File: src/logic/fhp_consts.vh
// constants for the framer host bus port
// assumes inclusion by bare name from every design file of the port
`ifndef FHP_CONSTS_VH
`define FHP_CONSTS_VH

// clock and timing
`define FHP_CLK_PERIOD_NS 100
`define FHP_SEC_PERIOD_NS 1000000000
`define FHP_SEC_CNT_W 30
`define FHP_RST_MIN_CYCLES 2
`define FHP_SYSCLK_KHZ 32768
`define FHP_MCLK_MIN_KHZ 8000
`define FHP_MCLK_MAX_KHZ 36000

// bus geometry
`define FHP_DATA_W 8
`define FHP_ADDR_W 12
`define FHP_QUAD_ADDR_W 11
`define FHP_ADDR_HI_LSB 8
`define FHP_REG_AW 6

// bus style, direction and sync select encodings
`define FHP_STYLE_SEP 1'b0
`define FHP_STYLE_MUX 1'b1
`define FHP_DIR_READ 1'b1
`define FHP_SYNC_ON 1'b1

// second tick control word
`define FHP_ADDR_SEC_CTRL 12'hFFF
`define FHP_SEC_DIR_BIT 0
`define FHP_SEC_LVL_BIT 1
`define FHP_SEC_DIR_RESET 1'b0

// register reset value
`define FHP_REG_RESET 8'h00

`endif

File: src/logic/fhp_host_port.v
// parallel 8-bit host processor port with two framer groups
// assumes all pins arrive synchronous to core_clk; mclk_in is sampled as data
//
// Function
// - reset cycle restores registers, pins to input except acknowledge outputs
// - internal power-on reset acts like reset pin
// - sync select high uses processor clock
// - sync select low: strobes act without clock
// - sync select high: sample strobes on clock rise
// - separate style: address pins, data strobe, direction
// - multiplexed style: address byte on bus, rd/wr
// - quad variant decodes eleven address bits
// - address strobe fall captures and holds address
// - chip select high ends cycle, floats bus
// - x16 variant: one select per framer group
// - second pin input aligns interval to rise
// - second pin output rises at interval start
// - open-drain interrupt low while requests pending
// - x16 variant: per-group second, irq, ack pins
// - acknowledge low while strobe and select low
`include "fhp_consts.vh"

module fhp_host_port #(
    parameter QUAD = 0,
    parameter X16 = 1,
    parameter [`FHP_SEC_CNT_W-1:0] SEC_CYCLES = `FHP_SEC_PERIOD_NS / `FHP_CLK_PERIOD_NS
) (
    // clock and power-on reset
    input wire core_clk,
    input wire sys_rst,
    // hardware reset pin and clocks
    input wire hw_reset_n,
    input wire system_clock_in,
    input wire mclk_in,
    // mode straps
    input wire sync_bus_select,
    input wire bus_style_select,
    // address and strobes
    input wire [`FHP_ADDR_W-1:0] addr_in,
    input wire address_latch_strobe_n,
    input wire chip_select_low_group_n,
    input wire chip_select_high_group_n,
    input wire data_strobe_n,
    input wire read_write_n,
    // data bus
    input wire [`FHP_DATA_W-1:0] ad_in,
    output wire [`FHP_DATA_W-1:0] ad_out,
    output wire ad_oe,
    // interrupt sources from the framers
    input wire irq_pending_low,
    input wire irq_pending_high,
    // open-drain interrupt outputs
    output wire irq_request_low_n_out,
    output wire irq_request_low_n_oe,
    output wire irq_request_high_n_out,
    output wire irq_request_high_n_oe,
    // open-drain acknowledge outputs
    output wire transfer_ack_low_n_out,
    output wire transfer_ack_low_n_oe,
    output wire transfer_ack_high_n_out,
    output wire transfer_ack_high_n_oe,
    // second tick pins
    input wire second_tick_low_in,
    output wire second_tick_low_out,
    output wire second_tick_low_oe,
    input wire second_tick_high_in,
    output wire second_tick_high_out,
    output wire second_tick_high_oe,
    // interval start status
    output wire second_start_low,
    output wire second_start_high
);

    localparam AW = `FHP_ADDR_W;
    localparam DW = `FHP_DATA_W;
    localparam RAW = `FHP_REG_AW;

    localparam [1:0] ST_IDLE = 2'b00;
    localparam [1:0] ST_READ = 2'b01;
    localparam [1:0] ST_WRITE = 2'b10;
    localparam [1:0] ST_DONE = 2'b11;

    // read request for either bus style
    function rd_req;
        input style;
        input ds_n;
        input rw;
        begin
            if (style == `FHP_STYLE_MUX)
                rd_req = ~ds_n;
            else
                rd_req = ~ds_n & (rw == `FHP_DIR_READ);
        end
    endfunction

    // write request for either bus style
    function wr_req;
        input style;
        input ds_n;
        input rw;
        begin
            if (style == `FHP_STYLE_MUX)
                wr_req = ~rw;
            else
                wr_req = ~ds_n & (rw != `FHP_DIR_READ);
        end
    endfunction

    reg hw_rst_r;
    wire rst;
    reg mclk_prev_r;
    reg as_prev_r;
    reg [AW-1:0] addr_r;
    reg [AW-1:0] addr_nxt;
    reg [1:0] state_r;
    reg [1:0] state_nxt;
    reg grp_r;
    reg [DW-1:0] wdata_r;
    reg [DW-1:0] ad_out_r;
    reg [1:0] sec_dir_r;
    wire sample_en;
    wire as_fall;
    wire cs_low;
    wire cs_high;
    wire cs_any;
    wire grp_now;
    wire grp_sel;
    wire rd_now;
    wire wr_now;
    wire is_ctrl;
    wire mapped;
    wire [RAW:0] bank_addr;
    wire [DW-1:0] bank_rd;
    wire [DW-1:0] rd_word;
    wire tick_low_lvl;
    wire tick_high_lvl;

    // power-on reset or a low hardware reset pin
    always @(posedge core_clk)
    begin
        hw_rst_r <= ~hw_reset_n;
    end

    assign rst = sys_rst | hw_rst_r;

    // strobes sampled on processor clock rise, or every cycle
    assign sample_en = (sync_bus_select == `FHP_SYNC_ON) ? (mclk_in & ~mclk_prev_r) : 1'b1;

    assign as_fall = as_prev_r & ~address_latch_strobe_n;
    assign cs_low = ~chip_select_low_group_n;
    assign cs_high = (X16 != 0) & ~chip_select_high_group_n;
    assign cs_any = cs_low | cs_high;
    assign grp_now = ~cs_low & cs_high;
    assign rd_now = rd_req(bus_style_select, data_strobe_n, read_write_n);
    assign wr_now = wr_req(bus_style_select, data_strobe_n, read_write_n);

    // address capture for both bus styles
    always @*
    begin
        addr_nxt = addr_r;
        if (as_fall)
        begin
            if (bus_style_select == `FHP_STYLE_MUX)
                addr_nxt = {addr_in[AW-1:`FHP_ADDR_HI_LSB], ad_in};
            else
                addr_nxt = addr_in;
            if (QUAD != 0)
                addr_nxt[AW-1] = 1'b0;
        end
    end

    assign is_ctrl = (addr_r == `FHP_ADDR_SEC_CTRL);
    assign mapped = (addr_r[AW-1:RAW] == {(AW-RAW){1'b0}});
    // group of the cycle being entered, or of the one in progress
    assign grp_sel = (state_r == ST_IDLE) ? grp_now : grp_r;
    assign bank_addr = {grp_sel, addr_r[RAW-1:0]};
    assign tick_low_lvl = second_tick_low_oe ? second_tick_low_out : second_tick_low_in;
    assign tick_high_lvl = second_tick_high_oe ? second_tick_high_out : second_tick_high_in;

    // word returned to the host
    assign rd_word = is_ctrl ?
        {{(DW-2){1'b0}}, (grp_sel ? tick_high_lvl : tick_low_lvl), sec_dir_r[grp_sel]} :
        (mapped ? bank_rd : {DW{1'b0}});

    // transfer cycle sequencing
    always @*
    begin
        state_nxt = state_r;
        if (!cs_any)
        begin
            state_nxt = ST_IDLE;
        end
        else if (sample_en)
        begin
            case (state_r)
                ST_IDLE:
                begin
                    if (rd_now)
                        state_nxt = ST_READ;
                    else if (wr_now)
                        state_nxt = ST_WRITE;
                end
                ST_READ:
                begin
                    if (!rd_now)
                        state_nxt = ST_IDLE;
                end
                ST_WRITE:
                begin
                    state_nxt = ST_DONE;
                end
                ST_DONE:
                begin
                    if (!wr_now)
                        state_nxt = ST_IDLE;
                end
                default:
                begin
                    state_nxt = ST_IDLE;
                end
            endcase
        end
        else if (state_r == ST_WRITE)
        begin
            state_nxt = ST_DONE;
        end
    end

    always @(posedge core_clk)
    begin
        if (rst)
        begin
            mclk_prev_r <= 1'b0;
            as_prev_r <= 1'b1;
            addr_r <= {AW{1'b0}};
            state_r <= ST_IDLE;
            grp_r <= 1'b0;
            wdata_r <= {DW{1'b0}};
            ad_out_r <= {DW{1'b0}};
            sec_dir_r <= {2{`FHP_SEC_DIR_RESET}};
        end
        else
        begin
            mclk_prev_r <= mclk_in;
            as_prev_r <= address_latch_strobe_n;
            addr_r <= addr_nxt;
            state_r <= state_nxt;
            if (state_r == ST_IDLE && state_nxt != ST_IDLE)
            begin
                grp_r <= grp_now;
                wdata_r <= ad_in;
            end
            if (state_r == ST_READ || state_nxt == ST_READ)
                ad_out_r <= rd_word;
            if (state_r == ST_WRITE && is_ctrl)
                sec_dir_r[grp_r] <= wdata_r[`FHP_SEC_DIR_BIT];
        end
    end

    // data bus driven only in a selected read
    assign ad_out = ad_out_r;
    assign ad_oe = (state_r == ST_READ) & cs_any;

    fhp_reg_bank #(
        .AW(RAW + 1),
        .DW(DW)
    ) u_bank (
        .core_clk(core_clk),
        .rst(rst),
        .wr_en((state_r == ST_WRITE) & mapped),
        .wr_addr(bank_addr),
        .wr_data(wdata_r),
        .rd_addr(bank_addr),
        .rd_data(bank_rd)
    );

    fhp_sec_timer #(
        .CNT_W(`FHP_SEC_CNT_W),
        .SEC_CYCLES(SEC_CYCLES)
    ) u_sec_low (
        .core_clk(core_clk),
        .rst(rst),
        .dir_out(sec_dir_r[0]),
        .tick_in(second_tick_low_in),
        .tick_out(second_tick_low_out),
        .tick_oe(second_tick_low_oe),
        .interval_start_r(second_start_low)
    );

    fhp_sec_timer #(
        .CNT_W(`FHP_SEC_CNT_W),
        .SEC_CYCLES(SEC_CYCLES)
    ) u_sec_high (
        .core_clk(core_clk),
        .rst(rst),
        .dir_out(sec_dir_r[1] & (X16 != 0)),
        .tick_in(second_tick_high_in),
        .tick_out(second_tick_high_out),
        .tick_oe(second_tick_high_oe),
        .interval_start_r(second_start_high)
    );

    // open-drain interrupt and acknowledge, pulled low when enabled
    assign irq_request_low_n_out = 1'b0;
    assign irq_request_low_n_oe = irq_pending_low & ~rst;
    assign irq_request_high_n_out = 1'b0;
    assign irq_request_high_n_oe = irq_pending_high & (X16 != 0) & ~rst;
    assign transfer_ack_low_n_out = 1'b0;
    assign transfer_ack_low_n_oe = ~address_latch_strobe_n & cs_low;
    assign transfer_ack_high_n_out = 1'b0;
    assign transfer_ack_high_n_oe = ~address_latch_strobe_n & cs_high;

endmodule // fhp_host_port

File: src/logic/fhp_reg_bank.v
// framer register storage behind the host port, two groups of words
// assumes one write per cycle and a combinational read of the addressed word
`include "fhp_consts.vh"

module fhp_reg_bank #(
    parameter AW = `FHP_REG_AW + 1,
    parameter DW = `FHP_DATA_W
) (
    // clock and reset
    input wire core_clk,
    input wire rst,
    // write side
    input wire wr_en,
    input wire [AW-1:0] wr_addr,
    input wire [DW-1:0] wr_data,
    // read side
    input wire [AW-1:0] rd_addr,
    output wire [DW-1:0] rd_data
);

    localparam DEPTH = 1 << AW;

    reg [DW-1:0] mem_r [0:DEPTH-1];
    integer i;

    // every word back to its power-up value on reset
    always @(posedge core_clk)
    begin
        if (rst)
        begin
            for (i = 0; i < DEPTH; i = i + 1)
                mem_r[i] <= `FHP_REG_RESET;
        end
        else if (wr_en)
        begin
            mem_r[wr_addr] <= wr_data;
        end
    end

    assign rd_data = mem_r[rd_addr];

endmodule // fhp_reg_bank

File: src/logic/fhp_sec_timer.v
// one-second status interval timer for one framer group
// assumes tick_in is synchronous to core_clk
`include "fhp_consts.vh"

module fhp_sec_timer #(
    parameter CNT_W = `FHP_SEC_CNT_W,
    parameter [CNT_W-1:0] SEC_CYCLES = `FHP_SEC_PERIOD_NS / `FHP_CLK_PERIOD_NS
) (
    // clock and reset
    input wire core_clk,
    input wire rst,
    // direction, high drives the pin
    input wire dir_out,
    // pin
    input wire tick_in,
    output wire tick_out,
    output wire tick_oe,
    // status
    output reg interval_start_r
);

    localparam [CNT_W-1:0] LAST = SEC_CYCLES - {{(CNT_W-1){1'b0}}, 1'b1};
    localparam [CNT_W-1:0] HALF = SEC_CYCLES >> 1;

    reg [CNT_W-1:0] cnt_r;
    reg [CNT_W-1:0] cnt_nxt;
    reg tick_prev_r;
    reg tick_out_r;
    reg start_nxt;
    wire tick_rise;

    assign tick_rise = tick_in & ~tick_prev_r;

    always @*
    begin
        cnt_nxt = cnt_r + {{(CNT_W-1){1'b0}}, 1'b1};
        start_nxt = 1'b0;
        if (!dir_out && tick_rise)
        begin
            cnt_nxt = {CNT_W{1'b0}};
            start_nxt = 1'b1;
        end
        else if (cnt_r == LAST)
        begin
            cnt_nxt = {CNT_W{1'b0}};
            start_nxt = 1'b1;
        end
    end

    always @(posedge core_clk)
    begin
        if (rst)
        begin
            cnt_r <= {CNT_W{1'b0}};
            tick_prev_r <= 1'b0;
            tick_out_r <= 1'b0;
            interval_start_r <= 1'b0;
        end
        else
        begin
            cnt_r <= cnt_nxt;
            tick_prev_r <= tick_in;
            interval_start_r <= start_nxt;
            // high for the first half, so the rise marks the interval start
            tick_out_r <= (cnt_nxt < HALF);
        end
    end

    assign tick_out = tick_out_r;
    assign tick_oe = dir_out;

endmodule // fhp_sec_timer

File: config.mk
export PLATFORM = sky130hd
export DESIGN_NAME = fhp_host_port
export DESIGN_NICKNAME = d
export VERILOG_FILES = /design/src/logic/fhp_host_port.v /design/src/logic/fhp_reg_bank.v /design/src/logic/fhp_sec_timer.v
export VERILOG_INCLUDE_DIRS = /design/src /design/src/logic
export SDC_FILE = /design/constraint.sdc
export NUM_CORES = 2
export LEC_CHECK = 0
export ABC_CLOCK_PERIOD_IN_PS = 3400
export BUFFER_PORTS_ARGS = -buffer_cell sky130_fd_sc_hd__buf_2
export CORE_MARGIN = 2
export CORE_UTILIZATION = 63
export CTS_CLUSTER_DIAMETER = 30
export DETAILED_ROUTE_END_ITERATION = 6
export GPL_TIMING_DRIVEN = 1
export PLACE_DENSITY = 0.8
export SETUP_SLACK_MARGIN = 0.1
export SYNTH_ARGS = -nofsm -noshare
export SYNTH_HDL_FRONTEND = slang
export SYNTH_SLANG_ARGS = --single-unit
export TNS_END_PERCENT = 30
File: constraint.sdc
create_clock -name core_clk -period 3.4 [get_ports core_clk]
set_clock_uncertainty 0.15 [all_clocks]
set_input_delay 0.17 -clock core_clk [delete_from_list [all_inputs] [get_ports core_clk]]
set_output_delay 0.17 -clock core_clk [all_outputs]
set_load 0.005 [all_outputs]
== After elaboration in Yosys (flattened, before gate mapping) ==
Memories as Yosys holds them, arrays and structs flattened.
Cells that the tools add are included.

* Add/subtract/negate cells: 2
* Multipliers: 0
* Div/mod/pow operators: 0
* Order comparisons: 5
* Equality and inequality tests: 7
* Shift-type cells: 0
* Muxes and demuxes: 39
* Bitwise operators: 25
* Reduce and logical (&&, ||, !) cells: 12

{| class="wikitable"
|+ Operator list
! cell !! number
|-
| $mux W30 || 4
|-
| $add A30 B1 Y30 const B || 2
|-
| $eq A30 B24 Y1 const B || 2
|-
| $lt A30 B23 Y1 const B || 2
|-
| $mux W8 || 4
|-
| $mux W1 || 20
|-
| $mux W2 || 7
|-
| $and A1 B1 Y1 || 13
|-
| $eq A12 B12 Y1 const B || 1
|-
| $not A1 Y1 || 10
|-
| $pmux W2 S4 || 1
|-
| $reduce_or A8 Y1 || 1
|-
| $mux W7 || 1
|-
| $logic_not A6 Y1 || 1
|-
| $logic_and A1 B1 Y1 || 5
|-
| $eq A2 B1 Y1 const B || 2
|-
| $eq A2 B2 Y1 const B || 2
|-
| $lt A1 B2 Y1 const B || 2
|-
| $bwmux W2 || 1
|-
| $logic_not A1 Y1 || 2
|-
| $logic_not A2 Y1 || 1
|-
| $or A1 B1 Y1 || 2
|-
| $reduce_bool A2 Y1 || 1
|-
| $demux W1 S1 || 1
|-
| 2 further kinds || 2
|}

* Register bits: 102
* Latch bits: 0
* RAM bits: 1,024
* Memory bits (read-only): 0
* Output and inout port bits: 23
* Word-level logic and storage cells: 108
* Memories kept: 1

{| class="wikitable"
|+ Memories
! name !! depth !! width !! rd ports !! clocked after memory_dff !! write ports !! RTL line !! source
|-
| u_bank.mem_r || 128 || 8 || 1 || 0 || 128 || fhp_reg_bank.v:23 || <nowiki>reg [DW-1:0] mem_r [0:DEPTH-1];</nowiki>
|}

== Depth between registers and ports, before layout ==
* Depth after elaboration: 10
* Mapped depth: 11
* Mapped depth without buffers: 8

== Hierarchy ==
Synthesis repeated with hierarchy kept, for this count alone.

* Cells, all modules: 3,559
* Area, all modules: 52,708.1 um^2

{| class="wikitable"
|+ By module, submodules not included
! module !! times used !! cells each !! area an instance (um^2) !! seq. area each (um^2)
|-
| fhp_reg_bank || 1 || 2,900 || 47,159.0 || 30,749.5
|-
| fhp_sec_timer (u_sec_low) || 1 || 237 || 2,021.9 || 660.6
|-
| fhp_sec_timer (u_sec_high) || 1 || 223 || 1,801.7 || 660.6
|-
| fhp_host_port || 1 || 199 || 1,725.4 || 720.7
|}

== Worst setup path after synthesis ==
Ideal clock, no wire load.

* Path kind: flip-flop to flip-flop
* Start: reg addr_r[1]
* End: mem u_bank.mem_r[95][0] (netlist bit) (enable)
* Setup time: 374 ps
* Arrival: 2,363 ps
* Data required time: 2,876 ps
* Slack: 514 ps
* Cell stages (with the launch flop): 9
* Buffers on the path: 6
* Clock period less this slack: 2,886 ps
* Cell sequence: dfxtp_1 > buf_2 > buf_4 > buf_1 > buf_4 > nand3_1 > buf_2 > clkbuf_1 > o21ai_1

{| class="wikitable"
|+ RTL lines
! item !! RTL line !! source
|-
| start: declaration || fhp_host_port.v:113 || <nowiki>reg [AW-1:0] addr_r;</nowiki>
|-
| start signal: assignment || fhp_host_port.v:235 || <nowiki>addr_r <= {AW{1'b0}};</nowiki>
|-
| start signal: assignment || fhp_host_port.v:246 || <nowiki>addr_r <= addr_nxt;</nowiki>
|-
| end: declaration || fhp_reg_bank.v:23 ||
|}

== Final worst setup path ==
* Start: reg addr_r[0]
* End: reg ad_out_r[5] (netlist: ad_out[5])

* Longest elaborated chain between the ends: 3
* Elaborated cells between the ends (all ways): 4
* Classes of those cells: eq/ne: 1; mux: 2; memory: 1

{| class="wikitable"
|+ RTL lines
! item !! RTL line !! source
|-
| $mem_v2 Z128 W8 || -- ||
|-
| $mux W8 || fhp_host_port.v:183 || <nowiki>(mapped ? bank_rd : {DW{1'b0}});</nowiki>
|-
| $mux W8 * || fhp_host_port.v:181 || <nowiki>assign rd_word = is_ctrl ?</nowiki>
|-
| end signal: assignment || fhp_host_port.v:239 || <nowiki>ad_out_r <= {DW{1'b0}};</nowiki>
|-
| end signal: assignment || fhp_host_port.v:254 || <nowiki>ad_out_r <= rd_word;</nowiki>
|-
| end: declaration || fhp_host_port.v:119 || <nowiki>reg [DW-1:0] ad_out_r;</nowiki>
|}

Every way passes the cells marked *; elsewhere a longest branch is shown, timed or not.
A chain may end at the register's enable or synchronous reset.

==> impl_metrics.env <==
export IMPL_cts_root_buf="clkbuf_16"
export IMPL_syn_mean_instance_area_um2=14.1
export IMPL_crit_chain="buf_12, buf_4, mux4_2, mux2i_1, o22ai_1, or4_1, a21oi_1, o21ai_1"
export IMPL_synthTopCellsByArea="edfxtp_1 58%, and2_1 12%, mux4_2 11%"
export IMPL_cts_max_path_buffers=3
export IMPL_syn_inst=3726
export IMPL_worst_setup_path_start_kind="flop"
export IMPL_cts_tree="done"
export IMPL_min_path_cells=3
export IMPL_rsz0062_at_grt="no"
export IMPL_final_cells=5269
export IMPL_wl_met3_um=16500
export IMPL_grt_max_degree=141
export IMPL_route_met2_wl_um=69000
export IMPL_avgViaCountPerCell=6.55
export IMPL_fp_coreArea_um2=83200
export IMPL_r2r_cells=8
export IMPL_finalCritPeriodShare_pct=95.5
export IMPL_mostFrequentLayoutCells="1037 x and2_1, 1024 x edfxtp_1, 268 x mux4_2, 248 x buf_4, 215 x nor2_1"
export IMPL_route_vias_total=34500
export IMPL_synth_top_area_share_pct=58.4
export IMPL_grt_first_pass_wirelength_um=216000
export IMPL_path_clk_slew_ns=0.06
export IMPL_holdPathEnd="as_prev_r"
export IMPL_setup_tns_ns=0
export IMPL_netlist_area_um2=52600
export IMPL_holdWs_ns=0.0473
export IMPL_die_area_um2=85900
export IMPL_max_freq_ghz=0.308
export IMPL_synth_ff_latch_count=1126
export IMPL_power_density_nw_per_um2=598
export IMPL_synth_edf_count=1024
export IMPL_io_pins=59
export IMPL_worst_slew_pin_slew_ns=1.16
export IMPL_fin_nets=4057
export IMPL_maxCapViolCount=0
export IMPL_drtAntennaViolNets=0
export IMPL_seq_area_frac_synth_pct=62.3
export IMPL_r2r_end="ad_out[5]"
export IMPL_grt_usage_pct=33.9
export IMPL_finalHoldViolations=0
export IMPL_placed_cells=4840
export IMPL_worst_path_max_fanout=18
export IMPL_crit_reg2reg_launch="addr_r[0]"
export IMPL_hp_class="input pin to flop"
export IMPL_m1WireLength_um=51300
export IMPL_status="complete, but fails checks"
export IMPL_ctsHtreeMaxLevel=4
export IMPL_slew_headroom_pct=22.1
export IMPL_dp_hpwl_um=84300
export IMPL_critPathMaxStageDelay_ns=0.55
export IMPL_syn2layout_area_growth_pct=19.6
export IMPL_clock_latency_ns=0.80
export IMPL_slew_viol_final=0
export IMPL_synthFlopType="edfxtp_1"
export IMPL_ys_async_sr_fraction_pct=0
export IMPL_fp_dieH_um=293
export IMPL_avgRoutedWirePerCell_um=27.3
export IMPL_hp_start="address_latch_strobe_n"
export IMPL_numPortBuffers=53
export IMPL_fp_row_count=106
export IMPL_grt_antenna_before_repair=4
export IMPL_wl_um=144000
export IMPL_min_period_ns=3.25
export IMPL_cpLargestDelayFamily="multiplexers"
export IMPL_gp_congestion=0.918
export IMPL_overflow=0
export IMPL_peakVddDrop_uv=443
export IMPL_cp_data_arrival_time_ns=3.69
export IMPL_synth_top_area_cell="edfxtp_1"
export IMPL_layout_drive_gt1_share_pct=24.5
export IMPL_start_util_pct=63.3
export IMPL_finalSetupViolations=0
export IMPL_crit_buf_inv=2
export IMPL_top_layer_used="met5"
export IMPL_cts_sinks=1126
export IMPL_leakagePower_nw=23.3
export IMPL_chipWidth_um=293
export IMPL_crit_type="flop to flop"
export IMPL_grt_pass1_vias=35100
export IMPL_critPathCaptureType="flop"
export IMPL_violations="DRC"
export IMPL_r2r_slack_ns=0.15
export IMPL_synth_warnings=0
export IMPL_synth_distinct_cells=83
export IMPL_cp_required_ns=3.85
export IMPL_drtIter0Drc=4052
export IMPL_fillCellCount=4413
export IMPL_dr_pass1_iters=7
export IMPL_drc=1
export IMPL_cts_buffers_inserted=193
export IMPL_final_common_cell="and2_1"
export IMPL_crit_path_top_delay_cell="mux4_2"
## sequential cells by signal, indices dropped and copies added, names as in the netlist
register / count
ad_out: 8
addr_r: 12
as_prev_r: 1
grp_r: 1
hw_rst_r: 1
mclk_prev_r: 1
sec_dir_r: 2
state_r: 2
u_bank.mem_r: 1024
u_sec_high.cnt_r: 30
u_sec_high.interval_start_r: 1
u_sec_high.tick_out: 1
u_sec_high.tick_prev_r: 1
u_sec_low.cnt_r: 30
u_sec_low.interval_start_r: 1
u_sec_low.tick_out: 1
u_sec_low.tick_prev_r: 1
wdata_r: 8
## stage by stage
| step | utilization, % | setup WS (ns) | total power, mW | cell area [µm²] |
|---|---|---|---|---|
| CTS | 75.6 | 0.0566 | 37.6 | 62800 |
| global route | 75.7 | 0.0465 | 38.4 | 63000 |
| detailed placement | 66.6 | 0.0434 | 17.9 | 55400 |
| finish | 75.7 | 0.152 | 37.7 | 63000 |
| global placement | 66.6 | 0.152 | 17.8 | 55400 |
| floorplan | - | 0.514 | 17.1 | 52600 |
## worst register-to-register path, delay by kind of cell (launching register included)
| family | cells | cell delay, ns |
|---|---|---|
| AND/OR/NAND/NOR | 1 | 0.54 |
| buffers and inverters | 2 | 0.57 |
| multiplexers | 2 | 0.84 |
| AO/OA/AOI/OAI | 3 | 0.49 |
| flip-flops | 1 | 0.47 |
## worst max path at each step
stage,depth (start not counted),slack (ns),to,from
floorplan,8,0.51,u_bank.mem_r[95][0],addr_r[1]
global placement,9,0.15,u_bank.mem_r[20][2],addr_r[6]
detailed placement,9,0.04,u_bank.mem_r[20][6],addr_r[6]
CTS,8,0.06,u_bank.mem_r[104][1],addr_r[6]
global route,10,0.05,grp_r,state_r[0]
finish,8,0.15,ad_out[5],addr_r[0]
## repair_timing
action / 4_1_cts / 5_1_grt
resized for setup: 6 / 33
buffers inserted: 0 / 0
hold buffers: 64 / 0
endpoints found under the setup margin: 107 / 1538
hold endpoints to repair: 37 / 0
pin swaps: 0 / 1
## report_power, final
part           total, mW  internal (mW)  leakage, nW  switching (mW)
clock               19.9           12.5         3.24            7.33
sequential          15.9           15.6         12.2           0.281
combinational       1.94          0.799         7.84            1.14
## layer usage
layer / global-route usage (%) / vias up
met2: 54.0 / 2340
li1: - / 14400
met4: 16.2 / 8
met5: 0 / -
met3: 9.23 / 495
met1: 43.7 / 17300
## cell usage after synthesis (16+ instances only)
| library cell | n |
|---|---|
| xnor2_1 | 29 |
| dfxtp_1 | 102 |
| o22ai_1 | 26 |
| nand3_1 | 36 |
| xor2_1 | 32 |
| and2_1 | 1037 |
| nor2_1 | 242 |
| a21oi_1 | 31 |
| buf_4 | 26 |
| nand2_1 | 81 |
| o21ai_0 | 31 |
| mux4_2 | 268 |
| edfxtp_1 | 1024 |
| clkbuf_1 | 197 |
| buf_2 | 46 |
| nor3_1 | 24 |
| o21ai_1 | 120 |
| nor2_2 | 16 |
| buf_1 | 21 |
| nand4_1 | 25 |
| mux2i_1 | 97 |
## cell families (layout without fill, tap and decap cells)
family | Yosys count | after routing | share of synthesized area [%]
DFF | 1126 | 1126 | 62.3
xor gates and xnor gates | 61 | 61 | 1.01
buffers and inverters | 308 | 767 | 2.59
adders and majority gates | 2 | 2 | 0.0475
other | 1 | 5 | 0.00712
muxes | 373 | 373 | 13.5
AOI/OAI and AO/OA | 301 | 301 | 3.50
and+or+nand+nor | 1554 | 1554 | 17.1
## cell type report
class | count | area, µm² | area share, %
Inverter | 11 | 41.3 | 0.0656
Antenna cell | 1 | 2.50 | 0.00397
Sequential cell | 1126 | 32800 | 52.2
Multi-Input combinational cell | 2295 | 18700 | 29.6
Timing Repair Buffer | 392 | 3300 | 5.24
Tap cell | 1080 | 1350 | 2.15
Clock inverter | 148 | 1770 | 2.81
Clock buffer | 216 | 5000 | 7.94
Note: power is estimated with default switching activity, not from simulation.
